`src/hw/flut_pkg.sv`:
```
// Package: register map, field layout and reset values of LUT steps 3 and 4
package flut_pkg;
    // Printed offsets are register indices; byte address is four times each
    localparam logic [7:0] FLUT_IDX_THR3 = 8'h54;
    localparam logic [7:0] FLUT_IDX_DUTY3 = 8'h55;
    localparam logic [7:0] FLUT_IDX_THR4 = 8'h56;
    localparam logic [7:0] FLUT_IDX_DUTY4 = 8'h57;
    localparam int FLUT_ADDR_W = 12;
    localparam logic [11:0] FLUT_ADDR_THR3 = {2'h0, FLUT_IDX_THR3, 2'h0};
    localparam logic [11:0] FLUT_ADDR_DUTY3 = {2'h0, FLUT_IDX_DUTY3, 2'h0};
    localparam logic [11:0] FLUT_ADDR_THR4 = {2'h0, FLUT_IDX_THR4, 2'h0};
    localparam logic [11:0] FLUT_ADDR_DUTY4 = {2'h0, FLUT_IDX_DUTY4, 2'h0};
    localparam logic [7:0] FLUT_THR_RST = 8'h7f;
    localparam logic [7:0] FLUT_DUTY_RST = 8'h3f;
    localparam int FLUT_THR_HALF_BIT = 7;
    localparam int FLUT_DUTY_EXT_LSB = 6;
    localparam int FLUT_DUTY_BASE_W = 6;
    localparam logic [1:0] FLUT_HTRANS_NONSEQ = 2'h2;
    localparam logic [1:0] FLUT_HTRANS_SEQ = 2'h3;
endpackage : flut_pkg

```
`src/hw/flut_entries.sv`:
```
// Registers and threshold compare for fan LUT steps 3 and 4, AHB-Lite slave
`timescale 1ns/1ps
// Summary of operation
// - Low-resolution temperature: threshold top bit ignored, held zero.
// - High-resolution temperature: top bit adds a half degree, 0 to 127.5.
// - Low-resolution temperature: whole-degree compare, 0 to 127.
// - Reading above step-3 threshold, but not step-4, selects step-3 duty for PWM.
// - Reading above step-4 threshold selects step-4 duty likewise.
// - Thresholds are unsigned; sign bit always taken as zero.
// - Table temperature offset is added to thresholds before comparing.
// - Low-resolution duty mode: duty top two bits held zero and ignored.
// - High-resolution duty: top two bits join base six bits, eight-bit duty.
// - Extended duty bits usable only with 22.5 kHz PWM frequency.
// - Low-resolution duty mode: only the base six bits drive PWM.
module flut_entries (
    input wire logic hclk, // Bus clock, 100 MHz
    input wire logic hresetn, // Async reset, active low
    input wire logic hsel, // Slave select
    input wire logic [flut_pkg::FLUT_ADDR_W-1:0] haddr, // Byte address
    input wire logic [1:0] htrans, // Transfer type
    input wire logic hwrite, // Write when high
    input wire logic [2:0] hsize, // Transfer size
    input wire logic [31:0] hwdata, // Write data
    input wire logic hready, // Bus ready in
    output logic hreadyout, // Ready out
    output logic hresp, // Response, always OKAY
    output logic [31:0] hrdata, // Read data
    input wire logic temp_hi_res, // Half-degree table mode
    input wire logic duty_hi_res, // Eight-bit duty table mode
    input wire logic pwm_freq_high, // 22.5 kHz PWM selected
    input wire logic table_write_unlock, // Table write enable bit
    input wire logic [8:0] remote_temp, // Remote reading, half degrees
    input wire logic [7:0] table_temp_offset, // Offset, whole degrees
    output logic step3_exceeded, // Reading above step-3 limit
    output logic step4_exceeded, // Reading above step-4 limit
    output logic step_active, // Some step selects duty
    output logic [7:0] pwm_duty // Selected duty value
);
    import flut_pkg::*;

    // Masks built from the package layout so the fields move together
    localparam logic [7:0] THR_LO_MASK = ~(8'h01 << FLUT_THR_HALF_BIT);
    localparam logic [7:0] DUTY_LO_MASK = ~(8'hff << FLUT_DUTY_EXT_LSB);

    logic [7:0] thr3_ff, thr4_ff, duty3_ff, duty4_ff;
    logic [FLUT_ADDR_W-1:0] addr_ff;
    logic wr_ff, rd_ff;
    logic hit3_ff, hit4_ff, act_ff;
    logic [7:0] duty_ff;

    // Address phase decode
    wire logic xfer = hsel && hready && (htrans == FLUT_HTRANS_NONSEQ
                                      || htrans == FLUT_HTRANS_SEQ);
    wire logic sel_t3 = addr_ff == FLUT_ADDR_THR3;
    wire logic sel_d3 = addr_ff == FLUT_ADDR_DUTY3;
    wire logic sel_t4 = addr_ff == FLUT_ADDR_THR4;
    wire logic sel_d4 = addr_ff == FLUT_ADDR_DUTY4;
    wire logic wr_ok = wr_ff && table_write_unlock;
    wire logic ext_en = duty_hi_res && pwm_freq_high;

    // half-degree bit only kept in high-resolution mode
    wire logic [7:0] thr_wmask = temp_hi_res ? 8'hff : THR_LO_MASK;
    // extended duty bits only kept when enabled
    wire logic [7:0] duty_wmask = ext_en ? 8'hff : DUTY_LO_MASK;
    wire logic [7:0] wbyte = hwdata[7:0];

    wire logic [7:0] nxt_thr3 = (wr_ok && sel_t3 ? wbyte : thr3_ff)
                                & thr_wmask;
    wire logic [7:0] nxt_thr4 = (wr_ok && sel_t4 ? wbyte : thr4_ff)
                                & thr_wmask;
    wire logic [7:0] nxt_duty3 = (wr_ok && sel_d3 ? wbyte : duty3_ff)
                                 & duty_wmask;
    wire logic [7:0] nxt_duty4 = (wr_ok && sel_d4 ? wbyte : duty4_ff)
                                 & duty_wmask;

    // unsigned thresholds; half-degree units, top bit the half
    function automatic logic [9:0] thr_half(input logic [7:0] t,
                                            input logic hi);
        logic [9:0] v;
        v = {2'h0, t[6:0], hi & t[FLUT_THR_HALF_BIT]};
        return v;
    endfunction

    // offset applied to both limits, in half degrees
    wire logic [9:0] off_half = {1'b0, table_temp_offset, 1'b0};
    wire logic [9:0] lim3 = thr_half(thr3_ff, temp_hi_res) + off_half;
    wire logic [9:0] lim4 = thr_half(thr4_ff, temp_hi_res) + off_half;
    // low resolution drops the reading's half-degree bit
    wire logic [9:0] rt_cmp = {1'b0, remote_temp[8:1],
                               temp_hi_res & remote_temp[0]};
    wire logic nxt_hit3 = rt_cmp > lim3;
    wire logic nxt_hit4 = rt_cmp > lim4;

    wire logic [7:0] eff3 = ext_en ? duty3_ff : duty3_ff & DUTY_LO_MASK;
    wire logic [7:0] eff4 = ext_en ? duty4_ff : duty4_ff & DUTY_LO_MASK;
    // higher step wins when both limits are exceeded
    wire logic [7:0] nxt_duty = nxt_hit4 ? eff4 : (nxt_hit3 ? eff3 : 8'h00);

    wire logic [7:0] rd_byte = sel_t3 ? thr3_ff : sel_d3 ? duty3_ff :
                               sel_t4 ? thr4_ff : sel_d4 ? duty4_ff : 8'h00;

    always_ff @(posedge hclk or negedge hresetn) begin
        if (!hresetn) begin
            addr_ff <= '0;
            wr_ff <= 1'b0;
            rd_ff <= 1'b0;
        end else if (hready) begin
            addr_ff <= haddr;
            wr_ff <= xfer && hwrite;
            rd_ff <= xfer && !hwrite;
        end
    end

    always_ff @(posedge hclk or negedge hresetn) begin
        if (!hresetn) begin
            thr3_ff <= FLUT_THR_RST & THR_LO_MASK;
            thr4_ff <= FLUT_THR_RST & THR_LO_MASK;
            duty3_ff <= FLUT_DUTY_RST;
            duty4_ff <= FLUT_DUTY_RST;
        end else begin
            thr3_ff <= nxt_thr3;
            thr4_ff <= nxt_thr4;
            duty3_ff <= nxt_duty3;
            duty4_ff <= nxt_duty4;
        end
    end

    always_ff @(posedge hclk or negedge hresetn) begin
        if (!hresetn) begin
            hit3_ff <= 1'b0;
            hit4_ff <= 1'b0;
            act_ff <= 1'b0;
            duty_ff <= 8'h00;
        end else begin
            hit3_ff <= nxt_hit3;
            hit4_ff <= nxt_hit4;
            act_ff <= nxt_hit3 || nxt_hit4;
            duty_ff <= nxt_duty;
        end
    end

    // Zero wait states; unmapped reads return zero, writes are dropped
    assign hreadyout = 1'b1;
    assign hresp = 1'b0;
    assign hrdata = rd_ff ? {24'h0, rd_byte} : 32'h0;
    assign step3_exceeded = hit3_ff;
    assign step4_exceeded = hit4_ff;
    assign step_active = act_ff;
    assign pwm_duty = duty_ff;
endmodule // flut_entries

```
`config.mk`:
```
export PLATFORM = sky130hd
export DESIGN_NAME = flut_entries
export DESIGN_NICKNAME = d
export VERILOG_FILES = /design/src/hw/flut_pkg.sv /design/src/hw/flut_entries.sv
export SDC_FILE = /design/constraint.sdc
export NUM_CORES = 1
export LEC_CHECK = 0
export BUFFER_PORTS_ARGS = -buffer_cell sky130_fd_sc_hd__buf_4
export CAP_MARGIN = 40
export CORE_AREA = 10 10 101 94
export CTS_BUF_LIST = sky130_fd_sc_hd__clkbuf_16
export CTS_CLUSTER_SIZE = 12
export DETAILED_ROUTE_END_ITERATION = 8
export DIE_AREA = 0 0 111 104
export GPL_ROUTABILITY_DRIVEN = 0
export PLACE_DENSITY = 0.78
export SYNTH_ARGS = -nofsm -noshare
export SYNTH_HDL_FRONTEND = slang
export SYNTH_SLANG_ARGS = --single-unit
```
`constraint.sdc`:
```
create_clock -name hclk -period 3.5 [get_ports hclk]
set_input_delay 0.7 -clock hclk [delete_from_list [all_inputs] [get_ports hclk]]
set_output_delay 0.7 -clock hclk [all_outputs]
set_load 0.02 [all_outputs]
```
======== Yosys cells after proc, flatten, opt, wreduce, memory -nomap -nowiden ========
Cells that the tools add are included.
Widths: inputs -> output; s select.
word-level totals
  logic and storage cells ................. 56
  output and inout port bits .............. 45
  register bits ........................... 57
operators by class
  add/sub/neg operators ................... 2
  multiplexer cells ....................... 15
  equality and inequality tests ........... 6
  reductions and logical operators ........ 13
  bitwise gates (word level) .............. 7
  $lt $le $gt $ge ......................... 2
operators by type and width
  cell                 count
  $mux 8               15
  $eq 12x9->1 const B  4
  $and 8x8->8          4
  $add 8x9->10         2
  $gt 9x10->1          2
  $logic_and 1x1->1    10
  $eq 2x2->1 const B   2
  $and 1x1->1          3
  $logic_or 1x1->1     2
  $logic_not 1->1      1

======== Depth between registers and ports, before layout ========
Gate-level depths: netlist (run 1).
  word-level depth ........................ 6
  mapped depth ............................ 15
  mapped depth without buffers ............ 15

======== Least setup slack after synthesis (run 1) ========
No wires, ideal clock.
  kind .................................... input -> register
  from .................................... input port table_temp_offset[0]
  to ...................................... register duty_ff[6] (netlist: pwm_duty[6])
  buffers on the path ..................... 0
  data arrival time ....................... 3,436 ps
  stages on the path ...................... 13
  setup time .............................. 78 ps
  data required time ...................... 3,422 ps
  slack ................................... -14 ps
  cell sequence ........................... ha_1 > fa_1 > a21o_1 > a21oi_1 > o21bai_1 > a21oi_1 > xor2_1 > ha_1 > a211oi_1 > o2111a_1 > a311oi_1 > or3b_2 > a21oi_1
on the way
  word-level cells in the longest chain between the ends .. 4
  elaborated cells between the ends (all ways) .. 6
  classes of those cells .................. add/sub (2); order compare (2); mux (2)
ends and longest elaborated chain
  item                   line                 source
  start, declared        flut_entries.sv:33   input wire logic [7:0] table_temp_offset,
  $add 8x9->10           flut_entries.sv:86   wire logic [9:0] lim3 = thr_half(thr3_ff, temp_hi_res) + off_half;
  $gt 9x10->1            flut_entries.sv:91   wire logic nxt_hit3 = rt_cmp > lim3;
  $mux 8                 flut_entries.sv:97   wire logic [7:0] nxt_duty = nxt_hit4 ? eff4 : (nxt_hit3 ? eff3 : 8'h00);
  $mux 8 (*)             flut_entries.sv:97
  named net nxt_duty[6]  flut_entries.sv:97
  end signal, assigned   flut_entries.sv:138  duty_ff <= nxt_duty;
  end, declared          flut_entries.sv:49   logic [7:0] duty_ff;
Mark *: on every way through the listed nets, which the timed path passes. The rest lies on a longest branch.
A chain may end at the register's enable or synchronous reset.

======== Worst setup path in the final report (run 1) ========
Ends and elaborated chain as after synthesis.

==> flow_summary.toml, run 1 <==
[flow_run]
max-cap-violations = 0

[global_routing]
groute.usage.overall = 0.153
first_global_vias = 2927
grt_start_max_net_pins = 58
grt.overflow.total = 0
wire_length_of_the_first_global_routing_pass_um = 14600
antenna_found_initial = 0

[setup_path]
end_kind = "flop"
crit_path_cell_trace = "buf_8, ha_4, fa_2, a21o_1, a21oi_2, o21bai_1, a21oi_1, xor2_1, ha_1, a211oi_2, o2111a_1, a311oi_1, buf_4, or3b_4, a21oi_2"
critPathArrivalTime_ns = 3.70
crit_family = "compound AO/OA/AOI/OAI gates"
cpPeakStageDelay_ns = 0.37
crit_path_max_fanout = 5
criticalPathCategory = "primary input to flop"
setup.worst_path.start_class = "primary input"
path_common_cell = "a21oi_2"
r2r_slack_ns = 0.13
crit_path_top_delay_cell = "or3b_4"
timing.critical_path.required_ns = 3.74
worst-path-buf-inv = 2

[routing]
drt.antenna.violating_nets = 0
viasPerCell = 5.39
routedWlPerCell_um = 18.1
drt_iter0_drc = 166
detail_route.drc_violations = 0
wirelength_um = 9210
drt_first_pass_iters = 5
vias = 2750

[finish]
insertedDiodeCount = 0
finalNetCount = 518
drive_gt1_frac = 0.435
fillers = 594
fin_util = 0.629
non_filler_instance_count_after_layout = 510
stdcell_area_um2 = 4650
syn_to_final_growth_pct = 27.0

[synth]
synth.area.mux_share = 0.124
synth_compound_gate_area_share = 0.131
synth_edf_count = 0
synth-main-ff-cell = "dfrtp_1"
post_synth_fa_ha_maj_area_fraction = 0.120
post_synth_and_or_nand_nor_area_fraction = 0.118
post_synthesis_async_set_or_reset_flop_share = 1.00
seq_total_area_yosys = 0.398
syn_avg_cell_area_um2 = 11.6
syn-cell-area_um2 = 3660
synth_cell_type_count = 48
synth_xor_xnor_area_share = 0.0263
yosys_warnings = 0
syn_inst = 317
postSynthRegisterBits = 57
synth_top_family_by_area = "compound AO/OA/AOI/OAI gates"

[sta]
max_clock_freq_mhz = 290
finalWorstSetupSlack_ns = 0.0489
worst_clk_skew_ns = 0.00865
timing.setup.tns_ns = 0
report.final.hold_viol_count = 0
timing.hold.ws_ns = 0.425
final-setup-viol-count = 0
finalCriticalPeriod_ns = 3.45
max-slew-margin-rel = 0.480
timing_worst_slew_pin_value_ns = 0.775
finalMaxSlewViolations = 0
final.period_utilization = 0.986
rsz_0062_raised_after_global_routing = "true"

[placed_design]
dpl_cells = 491
dp_worst_setup_slack_ns = -0.593
port_buffers = 65
placedInstanceArea_um2 = 4300
place_hpwl_um = 6910

[floorplan]
initial_utilization = 0.496
placement_rows = 30
pin_count = 120
fp.dieW_um = 111
total_core_area_um2 = 7390
die_height_um = 104
die_area_um2 = 11500

[clocking]
register_clock_pin_slew_on_the_reported_worst_setup_and_hold_paths_ns = 0.05
holdBufCountCts = 0
htree_num_levels = 3
cts.sinks = 57
cts_made_buffers = 9
root_buffer = "clkbuf_16"
worst_skew_pair.late_latency_ns = 0.32
cts_buffer_depth = 2
cts_tree = "built"

[power_and_ir_drop]
power.total_mw = 1.71
peakVddDrop_v = 0.000278
power-per-cell-area_nw_per_um2 = 367
p_leak_nw = 2.29

[min_path]
hold_path.class = "primary input to asynchronous set/reset pin"

[run_status]
run_status = "completed"
==> final timing paths <==
check,startpoint,endpoint,cells past startpoint
setup / recovery,table_temp_offset[0],pwm_duty[6]$_DFF_PN0_,15
hold / removal,hresetn,step4_exceeded$_DFF_PN0_,1
setup reg to reg,thr3_ff[0]$_DFFE_PN1P_,pwm_duty[6]$_DFF_PN0_,15
hold reg to reg,addr_ff[6]$_DFFE_PN0P_,addr_ff[6]$_DFFE_PN0P_,1
max in group asynchronous,hresetn,addr_ff[0]$_DFFE_PN0P_,1
min in group hclk,addr_ff[6]$_DFFE_PN0P_,addr_ff[6]$_DFFE_PN0P_,1
==> final cells by class <==
type,count,area (um2),area share
clock buffers,9,225,0.0484
clock inverters,7,30.0,0.00645
inverters,22,82.6,0.0177
multi-input cells,232,2080,0.446
flip-flops and latches,57,1460,0.314
well taps,96,120,0.0258
repair buffers,87,661,0.142
==> cell usage in the layout, fill, tap and decap left out, types with 5 or more instances in the layout <==
| cell | Yosys | final |
|---|---|---|
| nor2b_1 | 6 | 5 |
| a21o_1 | 6 | 6 |
| ha_1 | 32 | 31 |
| nor2_1 | 9 | 8 |
| dfrtp_1 | 31 | 31 |
| conb_1 | 2 | 26 |
| inv_1 | 22 | 23 |
| a22o_1 | 14 | 14 |
| clkbuf_16 | 0 | 9 |
| a21oi_1 | 11 | 7 |
| dfstp_2 | 26 | 26 |
| o21ai_0 | 13 | 13 |
| mux2_2 | 31 | 31 |
| xor2_1 | 8 | 8 |
| a222oi_1 | 8 | 8 |
| buf_4 | 26 | 86 |
| nand2_1 | 9 | 9 |
| mux2i_1 | 6 | 6 |
==> where the power goes <==
group	internal (mW)	switching (mW)
combinational	0.118	0.145
clock	0.462	0.279
sequential	0.683	0.0207
total	1.26	0.446
==> logic make-up after synthesis <==
kind of cell / Yosys count
fa+ha+maj: 34
xor+xnor: 11
buf+inv: 52
flops: 57
other cells: 2
mux: 41
simple gates: 54
compound gates: 66
==> sequential cells by signal (all words and copies together), names as in the netlist <==
signal	count
addr_ff	12
duty3_ff	8
duty4_ff	8
pwm_duty	8
rd_ff	1
step3_exceeded	1
step4_exceeded	1
step_active	1
thr3_ff	8
thr4_ff	8
wr_ff	1
==> cells in the mapped netlist, types with 3 or more instances <==
cell / count / area (um2)
a21o_1: 6 / 45.0
a21oi_1: 11 / 55.1
a222oi_1: 8 / 80.1
a22o_1: 14 / 123
buf_4: 26 / 195
clkbuf_1: 3 / 11.3
dfrtp_1: 31 / 776
dfstp_2: 26 / 683
ha_1: 32 / 400
inv_1: 22 / 82.6
mux2_1: 4 / 45.0
mux2_2: 31 / 349
mux2i_1: 6 / 60.1
nand2_1: 9 / 33.8
nand2b_1: 4 / 25.0
nand3_1: 3 / 15.0
nand4_1: 3 / 18.8
nor2_1: 9 / 33.8
nor2b_1: 6 / 37.5
nor4_4: 3 / 63.8
o21a_1: 3 / 22.5
o21ai_0: 13 / 65.1
xnor2_1: 3 / 26.3
xor2_1: 8 / 70.1
==> timing repair <==
item / 4_1_cts / 5_1_grt
gates cloned: 0 / 0
gates resized for setup: 7 / 10
setup buffers: 1 / 2
pin swaps: 5 / 20
endpoints found under the setup margin: 8 / 10
==> layer usage <==
| layer | wire length [um] | global-route usage |
|---|---|---|
| met1 | 3850 | 0.193 |
| met2 | 4530 | 0.241 |
| met3 | 708 | 0.0542 |
| met4 | 120 | 0.0418 |
| met5 | 0 | 0 |
No activity file was read; power rests on OpenSTA's default activity.
==> run 2, diff against run 1 <==
Settings changed: CORE_AREA 10 10 101 94 to 10 10 98 91, DIE_AREA 0 0 111 104 to 0 0 108 101, PLACE_DENSITY 0.78 to 0.83.
Clock period 3.5 ns to 4.4 ns, I/O delays scaled along.
==> run 2 against run 1 <==
- register-to-register slack improved by 0.39 ns
- sequential share of layout area increased by 1.5 points
- design area decreased by 4.6%
- total power decreased by 18%
- sequential cell count unchanged
- wire length decreased by 3.6%
- clock skew about the same
- combinational power decreased by 28%
- largest cell class unchanged
- largest power group unchanged
==> flow_summary.toml, run 2 (synthesized netlist as in run 1, its figures left out) <==
[routing]
drt_iter0_drc = 206
routedWlPerCell_um = 18.3
viasPerCell = 5.53
drt.antenna.violating_nets = 0
wirelength_um = 8870
vias = 2689
drt_first_pass_iters = 4
detail_route.drc_violations = 0

[sta]
max-slew-margin-rel = 0.304
timing.setup.tns_ns = 0
final.period_utilization = 0.910
max_clock_freq_mhz = 250
finalCriticalPeriod_ns = 4.01
worst_clk_skew_ns = 0.00869
timing_worst_slew_pin_value_ns = 1.04
finalWorstSetupSlack_ns = 0.395
finalMaxSlewViolations = 0
final-setup-viol-count = 0
report.final.hold_viol_count = 0
rsz_0062_raised_after_global_routing = "false"

[setup_path]
critPathArrivalTime_ns = 4.26
cpPeakStageDelay_ns = 0.47
crit_path_cell_trace = "buf_4, ha_1, fa_1, a21o_1, a21oi_1, o21bai_1, a21oi_1, xor2_1, ha_1, a211oi_1, a21oi_1, o31ai_1, a311oi_1, buf_4, nor2_1, a22o_1"
timing.critical_path.required_ns = 4.65
setup.worst_path.start_class = "primary input"
crit_path_top_delay_cell = "nor2_1"
criticalPathCategory = "primary input to flop"
crit_path_max_fanout = 13
worst_r2r_path_depth = 15
crit_family = "compound AO/OA/AOI/OAI gates"
end_kind = "flop"
critical_path_cell_count = 16
path_common_cell = "a21oi_1"
worst-path-buf-inv = 2

[power_and_ir_drop]
p_leak_nw = 2.18
power_frac_comb = 0.137
power_switching_mw = 0.346
seq_power_share = 0.403
power-per-cell-area_nw_per_um2 = 314
power_report.internal_total_mw = 1.05
clock_power_share = 0.461
power_switching_share = 0.248
peakVddDrop_v = 0.000174
power.total_mw = 1.39

[placed_design]
dp_worst_setup_slack_ns = 0.107
place_hpwl_um = 6790
port_buffers = 65
dpl_cells = 471

[finish]
non_filler_instance_count_after_layout = 486
most-common-layout-cells = "67 x buf_4, 32 x ha_1, 31 x mux2_2, 31 x dfrtp_1"
multi_input_area_um2 = 2000
layout.cells.most_common = "buf_4"
finalNetCount = 498
ff_latch_area_um2 = 1460
drive_gt1_frac = 0.379
insertedDiodeCount = 0
largest_register_ffs = 12
largest_register = "addr_ff"
fillers = 533
syn_to_final_growth_pct = 21.1

[floorplan]
placement_rows = 29
die_area_um2 = 10900
pin_count = 120
total_core_area_um2 = 6930
fp.dieW_um = 108
initial_utilization = 0.529
die_height_um = 101

[global_routing]
globalRoute.busiestLayer = "met2"
grt_start_max_net_pins = 58
antenna_found_initial = 0
wire_length_of_the_first_global_routing_pass_um = 14100
use_met1 = 0.186
global_route.usage.met2 = 0.276
first_global_vias = 2914
groute.usage.overall = 0.164
met3_usage_grt = 0.0601
grt.overflow.total = 0

[min_path]
hold_path.class = "flop to flop"
worst_hold_path.num_cells = 1

[clocking]
root_buffer = "clkbuf_16"
holdBufCountCts = 0
cts_buffer_depth = 2
post_cts.repair.setup_buffers = 0
register_clock_pin_slew_on_the_reported_worst_setup_and_hold_paths_ns = 0.05
htree_num_levels = 3
post_cts_resize_count = 0
cts_tree = "built"
cts_made_buffers = 9
worst_skew_pair.late_latency_ns = 0.32
cts.sinks = 57

[flow_run]
max-cap-violations = 0

[run_status]
run_status = "completed"
run 2: cell count changes in the layout (fill, tap and decap cells not counted), sizes merged:
cell / delta
buf: -20
bufinv: +1
clkinv: -2
run 2: per-layer routing:
layer | wire length, um | up-vias
li1 | - | 1262
met1 | 3480 | 1313
met2 | 4500 | 95
met3 | 679 | 19
met4 | 212 | 0
met5 | 0 | -
run 2: final timing paths:
path                                              from                endpoint  slack (ns)
worst max-delay path              table_temp_offset[0]   pwm_duty[2]$_DFF_PN0_        0.39
min in group asynchronous                      hresetn       rd_ff$_DFFE_PN0P_        0.61
worst max register to register  thr3_ff[0]$_DFFE_PN1P_   pwm_duty[2]$_DFF_PN0_        0.52
worst min register to register  addr_ff[6]$_DFFE_PN0P_  addr_ff[6]$_DFFE_PN0P_        0.51
max in group asynchronous                      hresetn  addr_ff[9]$_DFFE_PN0P_        3.33
worst min-delay path            addr_ff[6]$_DFFE_PN0P_  addr_ff[6]$_DFFE_PN0P_        0.51
run 2: area by class of cell:
cell class | instances | share of cell area
clock inverter | 6 | 0.0116
sequential | 57 | 0.329
timing repair buffer | 67 | 0.113
inverter | 22 | 0.0186
clock buffer | 9 | 0.0507
tap | 93 | 0.0262
multi-input combinational | 232 | 0.451
run 2: metrics by stage:
stage | hold WS, ns | utilization | instance area [um2]
finish | 0.513 | 0.641 | 4440
global route | 0.540 | 0.641 | 4440
CTS | 0.515 | 0.641 | 4440
detailed placement | 0.505 | 0.601 | 4160
global placement | 0.494 | 0.601 | 4160
floorplan | 0.482 | - | 3750
run 2: power by group through the flow:
| stage | registers (mW) | clock network (mW) | logic, mW |
|---|---|---|---|
| after detailed placement | 0.567 | 0 | 0.187 |
| after floorplan | 0.569 | 0 | 0.120 |
| after global placement | 0.566 | 0 | 0.181 |
| after CTS | 0.561 | 0.650 | 0.189 |
| final | 0.561 | 0.642 | 0.190 |
| after global routing | 0.562 | 0.682 | 0.210 |
==> run 3, diff against run 2 <==
Settings changed: CORE_AREA 10 10 98 91 to 10 10 101 94, DIE_AREA 0 0 108 101 to 0 0 111 104, PLACE_DENSITY 0.83 to 0.78.
Clock period 4.4 ns to 4 ns, I/O delays scaled along.
==> run 3 against run 2 <==
- sequential cell count stayed put
- clock skew is 0.00072 ns lower
- sequential power rose by 9.8%
- design area grew 1.0%
- global-route usage shrank 1.1 points
- critical endpoint is now pwm_duty[6]$_DFF_PN0_
- largest power group unchanged
==> flow_summary.toml, run 3 (synthesized netlist as in run 1, its figures left out) <==
[run_status]
run_status = "completed"

[placed_design]
placedInstanceArea_um2 = 4200
place_hpwl_um = 6560
port_buffers = 65
dpl_cells = 478

[setup_path]
crit_path_max_fanout = 7
end_kind = "flop"
r2r_slack_ns = 0.40
timing.critical_path.required_ns = 4.25
reg2reg_to = "pwm_duty[6]$_DFF_PN0_"
setup.worst_path.start_class = "primary input"
r2r-start = "thr4_ff[1]$_DFFE_PN1P_"
critical_path.startpoint = "table_temp_offset[0]"
critPathArrivalTime_ns = 3.98
criticalPathCategory = "primary input to flop"
worst_setup_path_endpoint = "pwm_duty[6]$_DFF_PN0_"
worst_r2r_path_depth = 14

[routing]
viasPerCell = 5.43
detail_route.drc_violations = 0
drt.antenna.violating_nets = 0
drt_iter0_drc = 174
drt_first_pass_iters = 5
vias = 2681
routedWlPerCell_um = 17.9
wirelength_um = 8830

[clocking]
register_clock_pin_slew_on_the_reported_worst_setup_and_hold_paths_ns = 0.05
holdBufCountCts = 0
cts_tree = "built"
htree_num_levels = 3
post_cts_resize_count = 0
cts_made_buffers = 9
cts.sinks = 57
root_buffer = "clkbuf_16"
cts_buffer_depth = 2
worst_skew_pair.late_latency_ns = 0.33
post_cts.repair.setup_buffers = 0

[global_routing]
grt_start_max_net_pins = 58
grt.overflow.total = 0
wire_length_of_the_first_global_routing_pass_um = 14500
groute.usage.overall = 0.152
first_global_vias = 2945
antenna_found_initial = 0

[finish]
stdcell_area_um2 = 4490
insertedDiodeCount = 0
multi_input_area_um2 = 2000
ff_latch_area_um2 = 1460
most-common-layout-cells = "71 x buf_4, 32 x ha_1, 31 x mux2_2, 31 x dfrtp_1"
largest_register = "addr_ff"
layout.cells.most_common = "buf_4"
fillers = 611
finalNetCount = 502
drive_gt1_frac = 0.392
non_filler_instance_count_after_layout = 494
syn_to_final_growth_pct = 22.4
largest_register_ffs = 12

[sta]
rsz_0062_raised_after_global_routing = "false"
finalCriticalPeriod_ns = 3.74
worst_clk_skew_ns = 0.00797
finalMaxSlewViolations = 0
timing.hold.ws_ns = 0.508
report.final.hold_viol_count = 0
max-slew-margin-rel = 0.350
final.period_utilization = 0.934
timing_worst_slew_pin_value_ns = 0.967
max_clock_freq_mhz = 268
final-setup-viol-count = 0
timing.setup.tns_ns = 0

[flow_run]
max-cap-violations = 0

[min_path]
hold_path.class = "flop to flop"

[power_and_ir_drop]
power_report.internal_total_mw = 1.16
power_switching_mw = 0.395
power-per-cell-area_nw_per_um2 = 347
seq_power_share = 0.397
power.total_mw = 1.55
p_leak_nw = 2.20
clock_power_share = 0.468
peakVddDrop_v = 0.000246
power_switching_share = 0.254
power_frac_comb = 0.136

[floorplan]
fp.dieW_um = 111
die_height_um = 104
placement_rows = 30
die_area_um2 = 11500
total_core_area_um2 = 7390
initial_utilization = 0.496
pin_count = 120
[run 3: cell count changes in the layout (fill, tap and decap cells not counted), sizes merged]
cell / change
clkinv: +2
inv: -1
buf: +4
[run 3: power groups by stage]
stage / registers, mW / logic [mW] / clock network [mW]
2_1_floorplan: 0.626 / 0.132 / 0
3_3_place_gp: 0.624 / 0.202 / 0
3_5_place_dp: 0.625 / 0.207 / 0
4_1_cts: 0.616 / 0.210 / 0.742
5_1_grt: 0.618 / 0.234 / 0.767
6_report: 0.616 / 0.211 / 0.727
[run 3: final cells by class]
cell class	instances	share of cell area
clock inverters	7	0.0137
multi-input cells	232	0.447
repair buffers	71	0.119
clock buffers	9	0.0502
flip-flops and latches	57	0.325
inverters	22	0.0184
well taps	96	0.0268
[run 3: worst max-delay path, cell delays in order]
cell and delay, ns:
buf_4 0.12, ha_1 0.21, fa_1 0.39, a21o_1 0.17, a21oi_1 0.19, o21bai_1 0.10, a21oi_1 0.19, xor2_1 0.19
ha_1 0.27, a211oi_1 0.29, o2111a_1 0.23, a311oi_1 0.05, buf_4 0.18, or3b_2 0.47, a21oi_1 0.14
[run 3: per-layer routing]
metal  share of wire  global-route usage
met5               0                   0
met4           0.015              0.0483
met1            0.41               0.180
met3           0.070              0.0513
met2            0.50               0.254
[run 3: how the worst min path moves through the flow]
stage | startpoint | slack [ns] | depth (start not counted) | to
6_report | addr_ff[6]$_DFFE_PN0P_ | 0.51 | 1 | addr_ff[6]$_DFFE_PN0P_
3_3_place_gp | addr_ff[9]$_DFFE_PN0P_ | 0.49 | 1 | addr_ff[9]$_DFFE_PN0P_
4_1_cts | addr_ff[6]$_DFFE_PN0P_ | 0.51 | 1 | addr_ff[6]$_DFFE_PN0P_
5_1_grt | addr_ff[9]$_DFFE_PN0P_ | 0.53 | 1 | addr_ff[9]$_DFFE_PN0P_
2_1_floorplan | addr_ff[9]$_DFFE_PN0P_ | 0.48 | 1 | addr_ff[9]$_DFFE_PN0P_
3_5_place_dp | addr_ff[9]$_DFFE_PN0P_ | 0.50 | 1 | addr_ff[9]$_DFFE_PN0P_
[run 3: stage by stage]
stage,util,setup slack (ns)
2_1_floorplan,-,0.386
3_3_place_gp,0.568,-0.0636
3_5_place_dp,0.568,-0.130
4_1_cts,0.606,0.185
5_1_grt,0.607,0.0387
6_report,0.607,0.263
